`src/core/isr_pkg.sv`:
```
// Package of constants for the instrument status reporting block.
package isr_pkg;
   // ---------------------------------------------------------------
   // Questionable-data bit positions
   // ---------------------------------------------------------------
   localparam int QD_VOLT_BIT  = 0;
   localparam int QD_CURR_BIT  = 1;
   localparam int QD_OHMS_BIT  = 9;
   localparam int QD_LIMLO_BIT = 11;
   localparam int QD_LIMHI_BIT = 12;
   localparam logic [15:0] QD_USED_MASK = 16'h1A03;
   // ---------------------------------------------------------------
   // Standard event and status byte bit positions
   // ---------------------------------------------------------------
   localparam int SE_OPC_BIT   = 0;
   localparam int SE_PON_BIT   = 7;
   localparam logic [7:0] SE_USED_MASK = 8'hBD;
   localparam int SB_QUES_BIT  = 3;
   localparam int SB_MAV_BIT   = 4;
   localparam int SB_ESB_BIT   = 5;
   localparam int SB_RQS_BIT   = 6;
   // ---------------------------------------------------------------
   // Reset values and sizes
   // ---------------------------------------------------------------
   localparam logic [15:0] QD_RESET   = 16'h0000;
   localparam logic [7:0]  MASK_RESET = 8'h00;
   localparam int ERR_DEPTH   = 20;
   localparam int ERR_CHARS   = 80;
   localparam logic [7:0] OPC_REPLY = 8'h31;
   // ---------------------------------------------------------------
   // Query selector codes
   // ---------------------------------------------------------------
   typedef enum logic [3:0] {
      ISR_Q_QENA = 4'h0,
      ISR_Q_QEVT = 4'h1,
      ISR_Q_ESR  = 4'h2,
      ISR_Q_ESE  = 4'h3,
      ISR_Q_SRE  = 4'h4,
      ISR_Q_STB  = 4'h5,
      ISR_Q_PSC  = 4'h6,
      ISR_Q_OPC  = 4'h7
   } isr_query_t;
endpackage

```
`src/core/isr_err_queue.sv`:
```
// First-in first-out queue of error codes with message lengths.
`timescale 1ns/10ps
module isr_err_queue #(
   parameter int DEPTH = isr_pkg::ERR_DEPTH,
   parameter int WIDTH = 16,
   parameter int LEN_W = 7
) (
   input  wire logic             clk,
   input  wire logic             rst_n,
   input  wire logic             clr,
   input  wire logic             push,
   input  wire logic [WIDTH-1:0] push_code,
   input  wire logic [LEN_W-1:0] push_len,
   input  wire logic             pop,
   output logic      [WIDTH-1:0] pop_code,
   output logic      [LEN_W-1:0] pop_len,
   output logic                  empty,
   output logic                  full
);
   localparam int AW = $clog2(DEPTH + 1);

   // Elaboration check: the shifting head needs at least two entries.
   if (DEPTH < 2) begin : g_depth_chk
      $error("Error queue depth too small.");
   end

   logic [WIDTH-1:0] code_ff [DEPTH];
   logic [LEN_W-1:0] len_ff  [DEPTH];
   logic [WIDTH-1:0] nxt_code [DEPTH];
   logic [LEN_W-1:0] nxt_len  [DEPTH];
   logic [AW-1:0]    cnt_ff;
   logic [AW-1:0]    nxt_cnt;
   logic             do_pop;
   logic             do_push;

   assign empty    = (cnt_ff == '0);
   assign full     = (cnt_ff == AW'(DEPTH));
   assign pop_code = code_ff[0];
   assign pop_len  = len_ff[0];

   // Shift register: head at index 0, a pop shifts all entries down.
   always_comb begin
      do_pop  = pop && !empty;
      do_push = push && (!full || do_pop);
      nxt_cnt = cnt_ff;
      for (int i = 0; i < DEPTH; i++) begin
         nxt_code[i] = code_ff[i];
         nxt_len[i]  = len_ff[i];
      end
      if (do_pop) begin
         for (int i = 0; i < DEPTH - 1; i++) begin
            nxt_code[i] = code_ff[i+1];
            nxt_len[i]  = len_ff[i+1];
         end
      end
      if (do_push) begin
         nxt_code[AW'(nxt_cnt - AW'(do_pop))] = push_code;
         nxt_len[AW'(nxt_cnt - AW'(do_pop))]  = push_len;
      end
      nxt_cnt = AW'(cnt_ff + AW'(do_push) - AW'(do_pop));
      if (clr) begin
         nxt_cnt = '0;
      end
   end

   // Registers of the queue.
   always_ff @(posedge clk or negedge rst_n) begin
      if (!rst_n) begin
         cnt_ff <= '0;
         for (int i = 0; i < DEPTH; i++) begin
            code_ff[i] <= '0;
            len_ff[i]  <= '0;
         end
      end else begin
         cnt_ff <= nxt_cnt;
         for (int i = 0; i < DEPTH; i++) begin
            code_ff[i] <= nxt_code[i];
            len_ff[i]  <= nxt_len[i];
         end
      end
   end
endmodule // isr_err_queue

```
`src/core/isr_status.sv`:
```
// Status reporting registers, queries and error queue of the instrument.
// Functional notes
// - Voltage-type range overload sets questionable bit of weight 1.
// - Current range overload sets questionable bit of weight 2.
// - Resistance range overload sets questionable bit of weight 512.
// - Reading below lower limit during limit test sets weight 2048.
// - Reading above upper limit during limit test sets weight 4096.
// - Questionable events ANDed with mask, ORed into summary bit.
// - Questionable events clear on clear-status and after event query.
// - Questionable mask clears on preset, write of zero, power-on.
// - Error queue holds up to 20 entries, read first-in first-out.
// - Stored error message length is limited to 80 characters.
// - Questionable mask query returns weighted sum of mask bits.
// - Questionable event query returns weighted sum of event bits.
// - Standard event query returns weighted sum of event bits.
// - Clear-status clears summary and event registers, not masks.
// - Operation-complete command sets event bit 0 after finishing.
// - Operation-complete query answers character 1 once executed.
// - Power-on clear 1 clears standard event and status byte masks; 0 restores both from storage.
// - Power-on clear query returns stored setting, 0 or 1.
// - Standard event mask selects bits feeding event summary bit.
// - Status byte mask selects bits that raise a service request.
// - Both mask queries return the weighted sum of set bits.
// - Status byte query equals serial poll, keeps bit 6, in order.
// - Serial poll clears only the request-service bit.
// - Power cycle sets standard event bit 7 until read or cleared.
// - Message-available bit 4 stays set until response fully read.
`timescale 1ns/10ps
module isr_status #(
   parameter int ERR_W = 16
) (
   input  wire logic             clk,
   input  wire logic             rst_b,
   input  wire logic             ovl_volt,
   input  wire logic             ovl_curr,
   input  wire logic             ovl_ohms,
   input  wire logic             lim_active,
   input  wire logic             lim_low,
   input  wire logic             lim_high,
   input  wire logic [7:0]       std_evt_in,
   input  wire logic             cmd_cls,
   input  wire logic             cmd_preset,
   input  wire logic             cmd_opc_done,
   input  wire logic             wr_qena,
   input  wire logic             wr_ese,
   input  wire logic             wr_sre,
   input  wire logic             wr_psc,
   input  wire logic [15:0]      wr_data,
   input  wire logic             nv_psc,
   input  wire logic [7:0]       nv_ese,
   input  wire logic [7:0]       nv_sre,
   input  wire logic             qry_valid,
   input  wire logic [3:0]       qry_sel,
   input  wire logic             out_pending,
   input  wire logic             serial_poll,
   input  wire logic             err_push,
   input  wire logic [ERR_W-1:0] err_code,
   input  wire logic [6:0]       err_len,
   input  wire logic             err_pop,
   output logic                  rsp_valid,
   output logic      [15:0]      rsp_data,
   output logic      [7:0]       poll_byte,
   output logic                  srq,
   output logic                  psc_out,
   output logic      [7:0]       ese_out,
   output logic      [7:0]       sre_out,
   output logic      [ERR_W-1:0] err_head_code,
   output logic      [6:0]       err_head_len,
   output logic                  err_empty,
   output logic                  err_full
);
   // ---------------------------------------------------------------
   // Reset release
   // ---------------------------------------------------------------
   logic rst_sync1_ff;
   logic rst_sync2_ff;
   logic rst_n;

   // Two-stage release of the asynchronous reset.
   always_ff @(posedge clk or negedge rst_b) begin
      if (!rst_b) begin
         rst_sync1_ff <= 1'b0;
         rst_sync2_ff <= 1'b0;
      end else begin
         rst_sync1_ff <= 1'b1;
         rst_sync2_ff <= rst_sync1_ff;
      end
   end
   assign rst_n = rst_sync2_ff;

   // ---------------------------------------------------------------
   // State registers
   // ---------------------------------------------------------------
   logic [15:0] qevt_ff, nxt_qevt;
   logic [15:0] qena_ff, nxt_qena;
   logic [7:0]  esr_ff,  nxt_esr;
   logic [7:0]  ese_ff,  nxt_ese;
   logic [7:0]  sre_ff,  nxt_sre;
   logic        psc_ff,  nxt_psc;
   logic        rqs_ff,  nxt_rqs;
   logic        pon_ff,  nxt_pon;
   logic        rsp_v_ff, nxt_rsp_v;
   logic [15:0] rsp_d_ff, nxt_rsp_d;
   logic [15:0] qset;
   logic        ques_sum;
   logic        esb_sum;
   logic [7:0]  stb;
   logic        rqs_cond;
   logic        rd_qevt;
   logic        rd_esr;

   // Combine an event register with its mask into one summary bit.
   function automatic logic summ16(input logic [15:0] e,
                                   input logic [15:0] m);
      return |(e & m);
   endfunction

   // ---------------------------------------------------------------
   // Summary bits and status byte
   // ---------------------------------------------------------------
   // Questionable-data event sources.
   always_comb begin
      qset = 16'h0000;
      qset[isr_pkg::QD_VOLT_BIT]  = ovl_volt;
      qset[isr_pkg::QD_CURR_BIT]  = ovl_curr;
      qset[isr_pkg::QD_OHMS_BIT]  = ovl_ohms;
      qset[isr_pkg::QD_LIMLO_BIT] = lim_active & lim_low;
      qset[isr_pkg::QD_LIMHI_BIT] = lim_active & lim_high;
   end

   // Summary bits feeding the status byte.
   always_comb begin
      ques_sum = summ16(qevt_ff, qena_ff & isr_pkg::QD_USED_MASK);
      esb_sum  = summ16({8'h00, esr_ff}, {8'h00, ese_ff});
      stb      = 8'h00;
      stb[isr_pkg::SB_QUES_BIT] = ques_sum;
      stb[isr_pkg::SB_MAV_BIT]  = out_pending;
      stb[isr_pkg::SB_ESB_BIT]  = esb_sum;
      rqs_cond = |(stb & sre_ff & ~(8'h01 << isr_pkg::SB_RQS_BIT));
      stb[isr_pkg::SB_RQS_BIT]  = rqs_ff;
   end

   // ---------------------------------------------------------------
   // Next state of the status registers
   // ---------------------------------------------------------------
   // Event and mask registers; a new event wins over a clear.
   always_comb begin
      rd_qevt   = qry_valid && (qry_sel == 4'(isr_pkg::ISR_Q_QEVT));
      rd_esr    = qry_valid && (qry_sel == 4'(isr_pkg::ISR_Q_ESR));
      nxt_qevt  = qevt_ff;
      nxt_qena  = qena_ff;
      nxt_esr   = esr_ff;
      nxt_ese   = ese_ff;
      nxt_sre   = sre_ff;
      nxt_psc   = psc_ff;
      nxt_rqs   = rqs_ff;
      nxt_pon   = 1'b0;
      // clear on status clear or read
      if (cmd_cls || rd_qevt) begin
         nxt_qevt = isr_pkg::QD_RESET;
      end
      nxt_qevt = nxt_qevt | (qset & isr_pkg::QD_USED_MASK);
      if (cmd_cls || rd_esr) begin
         nxt_esr = 8'h00;
      end
      if (cmd_opc_done) begin
         nxt_esr[isr_pkg::SE_OPC_BIT] = 1'b1;
      end
      if (pon_ff) begin
         nxt_esr[isr_pkg::SE_PON_BIT] = 1'b1;
      end
      nxt_esr = nxt_esr | (std_evt_in & isr_pkg::SE_USED_MASK);
      if (cmd_preset) begin
         nxt_qena = isr_pkg::QD_RESET;
      end else if (wr_qena) begin
         nxt_qena = wr_data & isr_pkg::QD_USED_MASK;
      end
      if (wr_ese) begin
         nxt_ese = wr_data[7:0];
      end
      if (wr_sre) begin
         nxt_sre = wr_data[7:0] & ~(8'h01 << isr_pkg::SB_RQS_BIT);
      end
      if (wr_psc) begin
         nxt_psc = wr_data[0];
      end
      if (serial_poll || cmd_cls) begin
         nxt_rqs = 1'b0;
      end
      if (rqs_cond && !rqs_ff && !serial_poll && !cmd_cls) begin
         nxt_rqs = 1'b1;
      end
      if (pon_ff) begin
         nxt_psc  = nv_psc;
         nxt_ese  = nv_psc ? isr_pkg::MASK_RESET : nv_ese;
         nxt_sre  = nv_psc ? isr_pkg::MASK_RESET :
                    (nv_sre & ~(8'h01 << isr_pkg::SB_RQS_BIT));
         nxt_qena = isr_pkg::QD_RESET;
         nxt_rqs  = 1'b0;
      end
   end

   // Registers of the status state; the power-on cycle ignores writes.
   always_ff @(posedge clk or negedge rst_n) begin
      if (!rst_n) begin
         qevt_ff <= isr_pkg::QD_RESET;
         qena_ff <= isr_pkg::QD_RESET;
         esr_ff  <= isr_pkg::MASK_RESET;
         ese_ff  <= isr_pkg::MASK_RESET;
         sre_ff  <= isr_pkg::MASK_RESET;
         psc_ff  <= 1'b1;
         rqs_ff  <= 1'b0;
         pon_ff  <= 1'b1;
      end else begin
         qevt_ff <= nxt_qevt;
         qena_ff <= nxt_qena;
         esr_ff  <= nxt_esr;
         ese_ff  <= nxt_ese;
         sre_ff  <= nxt_sre;
         psc_ff  <= nxt_psc;
         rqs_ff  <= nxt_rqs;
         pon_ff  <= nxt_pon;
      end
   end

   // ---------------------------------------------------------------
   // Query responses
   // ---------------------------------------------------------------
   // Response word for each query, registered one cycle later.
   always_comb begin
      nxt_rsp_v = qry_valid;
      nxt_rsp_d = rsp_d_ff;
      if (qry_valid) begin
         unique case (qry_sel)
            4'(isr_pkg::ISR_Q_QENA): nxt_rsp_d = qena_ff;
            4'(isr_pkg::ISR_Q_QEVT): nxt_rsp_d = qevt_ff;
            4'(isr_pkg::ISR_Q_ESR):  nxt_rsp_d = {8'h00, esr_ff};
            4'(isr_pkg::ISR_Q_ESE):  nxt_rsp_d = {8'h00, ese_ff};
            4'(isr_pkg::ISR_Q_SRE):  nxt_rsp_d = {8'h00, sre_ff};
            4'(isr_pkg::ISR_Q_STB):  nxt_rsp_d = {8'h00, stb};
            4'(isr_pkg::ISR_Q_PSC):  nxt_rsp_d = {15'h0000, psc_ff};
            4'(isr_pkg::ISR_Q_OPC):  nxt_rsp_d = {8'h00, isr_pkg::OPC_REPLY};
            default:                 nxt_rsp_d = 16'h0000;
         endcase
      end
   end

   // Registers of the response.
   always_ff @(posedge clk or negedge rst_n) begin
      if (!rst_n) begin
         rsp_v_ff <= 1'b0;
         rsp_d_ff <= 16'h0000;
      end else begin
         rsp_v_ff <= nxt_rsp_v;
         rsp_d_ff <= nxt_rsp_d;
      end
   end

   // ---------------------------------------------------------------
   // Error queue
   // ---------------------------------------------------------------
   logic [6:0] err_len_lim;

   assign err_len_lim = (err_len > 7'(isr_pkg::ERR_CHARS)) ?
                        7'(isr_pkg::ERR_CHARS) : err_len;

   isr_err_queue #(
      .DEPTH (isr_pkg::ERR_DEPTH),
      .WIDTH (ERR_W),
      .LEN_W (7)
   ) u_errq (
      .clk       (clk),
      .rst_n     (rst_n),
      .clr       (cmd_cls),
      .push      (err_push),
      .push_code (err_code),
      .push_len  (err_len_lim),
      .pop       (err_pop),
      .pop_code  (err_head_code),
      .pop_len   (err_head_len),
      .empty     (err_empty),
      .full      (err_full)
   );

   // Outputs.
   assign rsp_valid = rsp_v_ff;
   assign rsp_data  = rsp_d_ff;
   assign poll_byte = stb;
   assign srq       = rqs_ff;
   assign psc_out   = psc_ff;
   assign ese_out   = ese_ff;
   assign sre_out   = sre_ff;
endmodule // isr_status

```
`config.mk`:
```
export PLATFORM = sky130hd
export DESIGN_NAME = isr_status
export DESIGN_NICKNAME = d
export VERILOG_FILES = /design/src/core/isr_pkg.sv /design/src/core/isr_err_queue.sv /design/src/core/isr_status.sv
export SDC_FILE = /design/constraint.sdc
export NUM_CORES = 1
export LEC_CHECK = 0
export BUFFER_PORTS_ARGS = -buffer_cell sky130_fd_sc_hd__buf_2
export CORE_MARGIN = 8
export CORE_UTILIZATION = 40
export DETAILED_ROUTE_END_ITERATION = 6
export MAX_ROUTING_LAYER = met4
export SLEW_MARGIN = 10
export SYNTH_ARGS = -nofsm -noshare
export SYNTH_HDL_FRONTEND = slang
export SYNTH_SLANG_ARGS = --single-unit
```
`constraint.sdc`:
```
create_clock -name clk -period 17.9 [get_ports clk]
set_input_delay 0.895 -clock clk [delete_from_list [all_inputs] [get_ports clk]]
set_output_delay 0.895 -clock clk [all_outputs]
set_load 0.01 [all_outputs]
```
* Word-level counts from Yosys, hierarchy flattened
Index checks and enable logic that the tools add are counted.
** Cells by class
- Equal/unequal tests :: 8
- Reduce and logical (&&, ||, !) cells :: 27
- $lt $le $gt $ge :: 3
- Bitwise logic cells :: 8
- Mux-type cells :: 31
- Add/sub/neg operators :: 3
** Operator list (count)
- $bwmux W320 :: 1
- $mux W320 :: 1
- $mux W304 :: 1
- $bwmux W140 :: 1
- $mux W140 :: 1
- $mux W133 :: 1
- $pmux W16 S8 :: 1
- $demux W16 S5 :: 1
- $mux W16 :: 5
- $mux W8 :: 7
- $demux W7 S5 :: 1
- $reduce_or A16 Y1 :: 2
- $and A16 B13 Y16 :: 1
- $eq A4 B3 Y1 const B :: 4
- $or A16 B13 Y16 :: 1
- $mux W7 :: 2
- $sub A5 B1 Y5 :: 2
- $and A6 B8 Y8 :: 1
- $and A8 B8 Y8 :: 1
- $eq A4 B2 Y1 const B :: 2
- $logic_and A1 B1 Y1 :: 8
- $or A8 B8 Y8 :: 1
- $gt A7 B7 Y1 const B :: 1
- $mux W1 :: 7
- other kinds (15) :: 26
** Storage, ports and cells
- Output and inout bits :: 68
- Bits in registers :: 543
- Logic and storage cells :: 133

* Logic depth before layout (Yosys ltp)
- Word-level depth :: 11
- Depth in mapped cells :: 17
- Depth with buffers taken out :: 13

* Hierarchy
Synthesis repeated with hierarchy kept, for this count alone.
** Unflattened totals
- Cells, all modules :: 2753
- Area total of the unflattened synthesis :: 25763.5 µm²
** By module, submodules not included
- isr_err_queue :: times used 1, seq. area each 11636.2 µm², cells an instance 2526, area each 23288.6 µm²
- isr_status :: times used 1, seq. area each 1203.7 µm², cells an instance 227, area each 2474.9 µm²

* Worst setup path after synthesis
OpenSTA, ideal clock, no wires.
- Kind :: flip-flop to flip-flop
- Start point :: reg u_errq.cnt_ff[2]
- End point :: reg u_errq.code_ff[227] in the netlist's numbering
- Arrival time :: 3.771 ns
- Library setup time :: 0.125 ns
- Path slack :: 14.004 ns
- Buffers on the path :: 3
- Stages on the path, launching flop included :: 16
- Cell sequence :: dfrtp_1 inv_1 ha_1 nor4b_1 nand2b_1 inv_2 buf_2 clkbuf_1 ha_1 ha_1 nand2b_4 nand3b_2 nand4_4 nor2_2 buf_2 mux2_2
** RTL lines
- from (decl) :: line isr_err_queue.sv:31 : logic [AW-1:0] cnt_ff;
- from (signal assigned) :: line isr_err_queue.sv:75 : cnt_ff <= nxt_cnt;
- to (signal, indexed assignment) :: line isr_err_queue.sv:77 : code_ff[i] <= nxt_code[i];
- to (decl) :: line isr_err_queue.sv:27 : logic [WIDTH-1:0] code_ff [DEPTH];

==> results by stage <==
Status:
- The run finished, with violations left.
- The checks that failed: DRC.

Power:
- The power density over cell area is 157 nW/µm².
- The switching power as a share of total power is about a third.
- The overall power of the completed layout is 0.00443 W.
- The static leakage is around 14 nW.
- Registers are responsible for ~40% of the overall power.
- Of the total power, the clock network draws between 20% and 30%.
- The analysis attributes to net switching a power of between 0.001 and 0.0015 W.
- The total internal power is about 0.0029 W.
- The combinational group share of total power is 33.4%.
- The maximum vdd ir drop is about 0.11 mV.

Drt:
- Wires add up to 59,600 µm.
- After detailed routing, the number of remaining DRC violations is 2.
- After the first detailed-routing iteration, the DRC count stood at 1,200.
- In the final routed layout, each cell accounts on average for between 15 and 20 µm.
- The number of antenna-violating nets in the routed design is 0.
- The number of optimization iterations in the first detailed-route pass is 7.
- The routed via count is 17,500.
- The number of vias per cell after detailed routing is 5.12.

Critical path:
- The required time reported for the critical path endpoint is between 15 and 20 ns.
- The slowest stage of the critical path belongs to the cell sky130_fd_sc_hd__buf_4.
- The worst setup path category is reg -> reg.
- The worst setup path is launched from a register.
- For this run, the slowest stage of the critical path takes 0.98 ns.
- The signal on the critical path passes through inv_1 -> ha_1 -> nor4b_1 -> nand2b_4 -> inv_8 -> buf_4 -> buf_4 -> buf_4 -> mux2i_1 -> o21ai_0.
- STA puts the critical path data arrival time at roughly 6.2 ns.
- Among the stages of the critical path, the cell type that occurs most often is sky130_fd_sc_hd__buf_4.
- The worst-path maximum fanout is about 120.
- The worst setup path is captured at a register.

CTS:
- The buffer type at the clock tree root is sky130_fd_sc_hd__clkbuf_16.
- Once the clock tree was built, the setup fixing pass inserted 0 buffers.
- The latest clock arrival within the worst-skew pair is ~0.59 ns.
- The number of buffers created by CTS is 56.
- TritonCTS built the clock tree.
- The longest clock path from root to sink contains 3 buffers.
- In this run, post-CTS hold repair placed 0 buffers.
- Clock tree synthesis found a total of between 500 and 600 sinks.
- The clock slew seen by the registers of the worst setup and hold paths is approximately 0.06 ns.
- The deepest level of the CTS H-tree is 2.
- The number of gates given a new drive strength after cts is 0.

Global route:
- The wire length of the first global-routing pass is around 96,000 µm.
- Global routing used around 17% of the available tracks.
- The sum of overflow across all layers after global routing is 0.
- The via count of the first global-routing pass is between 15,000 and 20,000.
- The maximum number of pins on one net before global-route repair is approximately 240.
- The initial antenna violation count came to 7.

Run:
- The number of max-capacitance violations reported is 0.

Synthesis:
- The area share of xor/xnor cells in the synthesized design is 0.171%.
- Dividing the synthesized area by the synthesized cell count gives 10.1 µm².
- Synthesis produced ~2,500 cells.
- After synthesis the cells add up to approximately 26,000 µm².
- The share of flip-flops with an asynchronous set or reset is 100%.
- The number of distinct library cell variants in the gate-level netlist after synthesis is 68.
- The compound-gate portion of the synthesized area is between 6 and 7%.
- Of the post-synthesis cell area, the dominant cell type holds 50.0%.
- The post-synthesis sequential area ratio is approximately 50%.
- The count of flip-flops with a built-in enable after synthesis is 0.
- For this run, the number of Yosys warnings is 0.
- The dominant cell by count in the synthesized netlist is sky130_fd_sc_hd__nand2_1.
- After synthesis, the largest family of logic cells by area is multiplexers.
- After Yosys synthesis, full adders, half adders and majority gates account for 0.617% of the synthesized area.
- The synthesis-stage register bit count is roughly 510.
- The leading register cell type out of synthesis is sky130_fd_sc_hd__dfrtp_1.
- The synthesized netlist devotes 16.0% of its cell area to simple gates.
- The portion of netlist area occupied by mux cells is around a fifth.
- The cell accounting for the most synthesized area is sky130_fd_sc_hd__dfrtp_1.
- By area the synthesized netlist is led by sky130_fd_sc_hd__dfrtp_1 (50%), sky130_fd_sc_hd__nand2_1 (13%), sky130_fd_sc_hd__mux2_2 (9.1%).
- Ranked by instance count, the synthesized netlist is headed by sky130_fd_sc_hd__nand2_1 (870), sky130_fd_sc_hd__dfrtp_1 (511), sky130_fd_sc_hd__mux2i_1 (228), sky130_fd_sc_hd__mux2_2 (207), sky130_fd_sc_hd__buf_2 (95).

STA:
- Static timing analysis puts the maximum clock frequency at ~170 MHz.
- The hold violation count in the final report is 0.
- The clock period minus worst slack is 5.74 ns.
- Setup repair after global routing left no endpoint under its margin.
- The number of setup violations in the final report is 0.
- The summed negative setup slack over all endpoints is 0 ns.
- At the pin with the least slew margin, the transition time is 1.26 ns.
- The worst path uses roughly a third of the clock period.
- The count of final max-slew check failures was 0.
- The worst clock skew is between 0.009 and 0.01 ns.
- The worst pin sits at a relative slew slack of 15.8%.
- Final hold analysis gives a worst-case slack of 0.0842 ns.

Floorplan:
- After floorplanning, the core was divided into 92 placement rows.
- The die area is about 72,000 µm².
- The floorplan step defined a core boundary enclosing around 63,000 µm².
- From left edge to right edge, the die measures between 200 and 300 µm.
- The initial core utilization is between 40% and 50%.
- The die is around 270 µm tall.
- The number of top-level pins is around 160.

Placement:
- The number of port buffers is about 140.
- The sum of net half-perimeters after detailed placement is 37,000 µm.
- The weighted congestion at the end of routability-driven global placement is between 0.8 and 0.9.

Cells and area:
- Compared with the post-synthesis result, the final layout area differs by 10.1%.
- The fraction of layout cells with a size suffix above 1 is between 20% and 30%.
- In the final design database the tool counted roughly 2,600 nets.

Min path:
- The path class of the tightest hold or removal check is in -> async.
## area by class of cell
type	instances	area (µm²)
Clock buffer	84	1680
Antenna cell	6	15.0
Fill cell	5983	34900
Multi-Input combinational cell	1780	11400
Clock inverter	20	208
Tap cell	846	1060
Timing Repair Buffer	157	865
Inverter	19	78.8
Sequential cell	513	12800
## per-stage QoR
step,cells,utilization (%),cell area [µm²],worst slack [ns]
finish,3425,44.6,28100,12.16
global route,3425,44.6,28100,11.75
CTS,3419,44.6,28100,12.14
detailed placement,3315,41.6,26200,12.16
global placement,3315,41.6,26200,12.21
floorplan,2546,-,25600,2.55
## registers in the layout, summed over array words and instances, names as in the netlist, 5 cells and up, named ones only
signal / count
rsp_data: 11
u_errq.code_ff: 288
qena_ff: 5
u_errq.pop_code: 16
u_errq.len_ff: 126
ese_out: 8
qevt_ff: 5
u_errq.cnt_ff: 5
u_errq.pop_len: 7
sre_out: 7
esr_ff: 6
## power by group through the flow
stage,sequential (W),clock (W),combinational (W)
6_report,0.00178,0.00117,0.00148
5_1_grt,0.00183,0.00125,0.00165
4_1_cts,0.00178,0.00120,0.00149
3_5_place_dp,0.00180,0,0.00148
3_3_place_gp,0.00179,0,0.00143
2_1_floorplan,0.00176,0,0.00125
## logic make-up after synthesis
kind of cell,count (synthesis)
flip-flops,513
other,2
adder cells (fa/ha/maj),12
AND/OR/NAND/NOR,1007
AO/OA/AOI/OAI,265
buffers and inverters,253
XOR/XNOR,5
multiplexers,479
## placed cells by master (no fill, tap or decap), types with 7 or more instances in the layout
cell                        count
sky130_fd_sc_hd__a211oi_1      19
sky130_fd_sc_hd__nor2_1        64
sky130_fd_sc_hd__a31oi_1       66
sky130_fd_sc_hd__conb_1        12
sky130_fd_sc_hd__buf_4         17
sky130_fd_sc_hd__mux2_4        42
sky130_fd_sc_hd__nor2b_1        7
sky130_fd_sc_hd__clkbuf_1      12
sky130_fd_sc_hd__a21o_1         8
sky130_fd_sc_hd__mux2i_1      228
sky130_fd_sc_hd__clkbuf_16     57
sky130_fd_sc_hd__and2_1        18
sky130_fd_sc_hd__mux2_2       207
sky130_fd_sc_hd__clkinv_2      13
sky130_fd_sc_hd__clkbuf_8      15
sky130_fd_sc_hd__o21ai_0       85
sky130_fd_sc_hd__buf_2        137
sky130_fd_sc_hd__inv_1         17
sky130_fd_sc_hd__a21oi_1       40
sky130_fd_sc_hd__ha_1          11
sky130_fd_sc_hd__nand2_1      870
sky130_fd_sc_hd__dfrtp_1      510
## path summary, 6_finish.rpt
kind / from / end / slack (ns) / cells past startpoint
max: u_errq.cnt_ff[2] / u_errq.code_ff[121] / 12.16 / 10
max in group asynchronous: rst_n / u_errq.len_ff[11] / 13.84 / 4
min reg2reg: rst_n / rsp_valid / 0.35 / 0
min in group clk: rst_sync1_ff / rst_n / 0.35 / 0
max reg2reg: u_errq.cnt_ff[2] / u_errq.code_ff[121] / 12.16 / 10
min: rst_b / rst_n / 0.08 / 1
## worst max-delay path: cells and delay by family (launching register included)
kind	cells	cell delay, ns
simple gates	2	0.78
mux	1	0.27
fa+ha+maj	1	0.27
flops	1	0.43
compound gates	1	0.09
buf+inv	5	3.41
## routing by layer
layer / vias up / wire (µm) / GRT usage (%)
met4: 0 / 1200 / 4.38
li1: 8413 / - / -
met1: 8771 / 27100 / 21.7
met5: - / 0 / -
met2: 270 / 29200 / 27.2
met3: 80 / 2110 / 2.63
No activity file was read; power rests on OpenSTA's default activity.
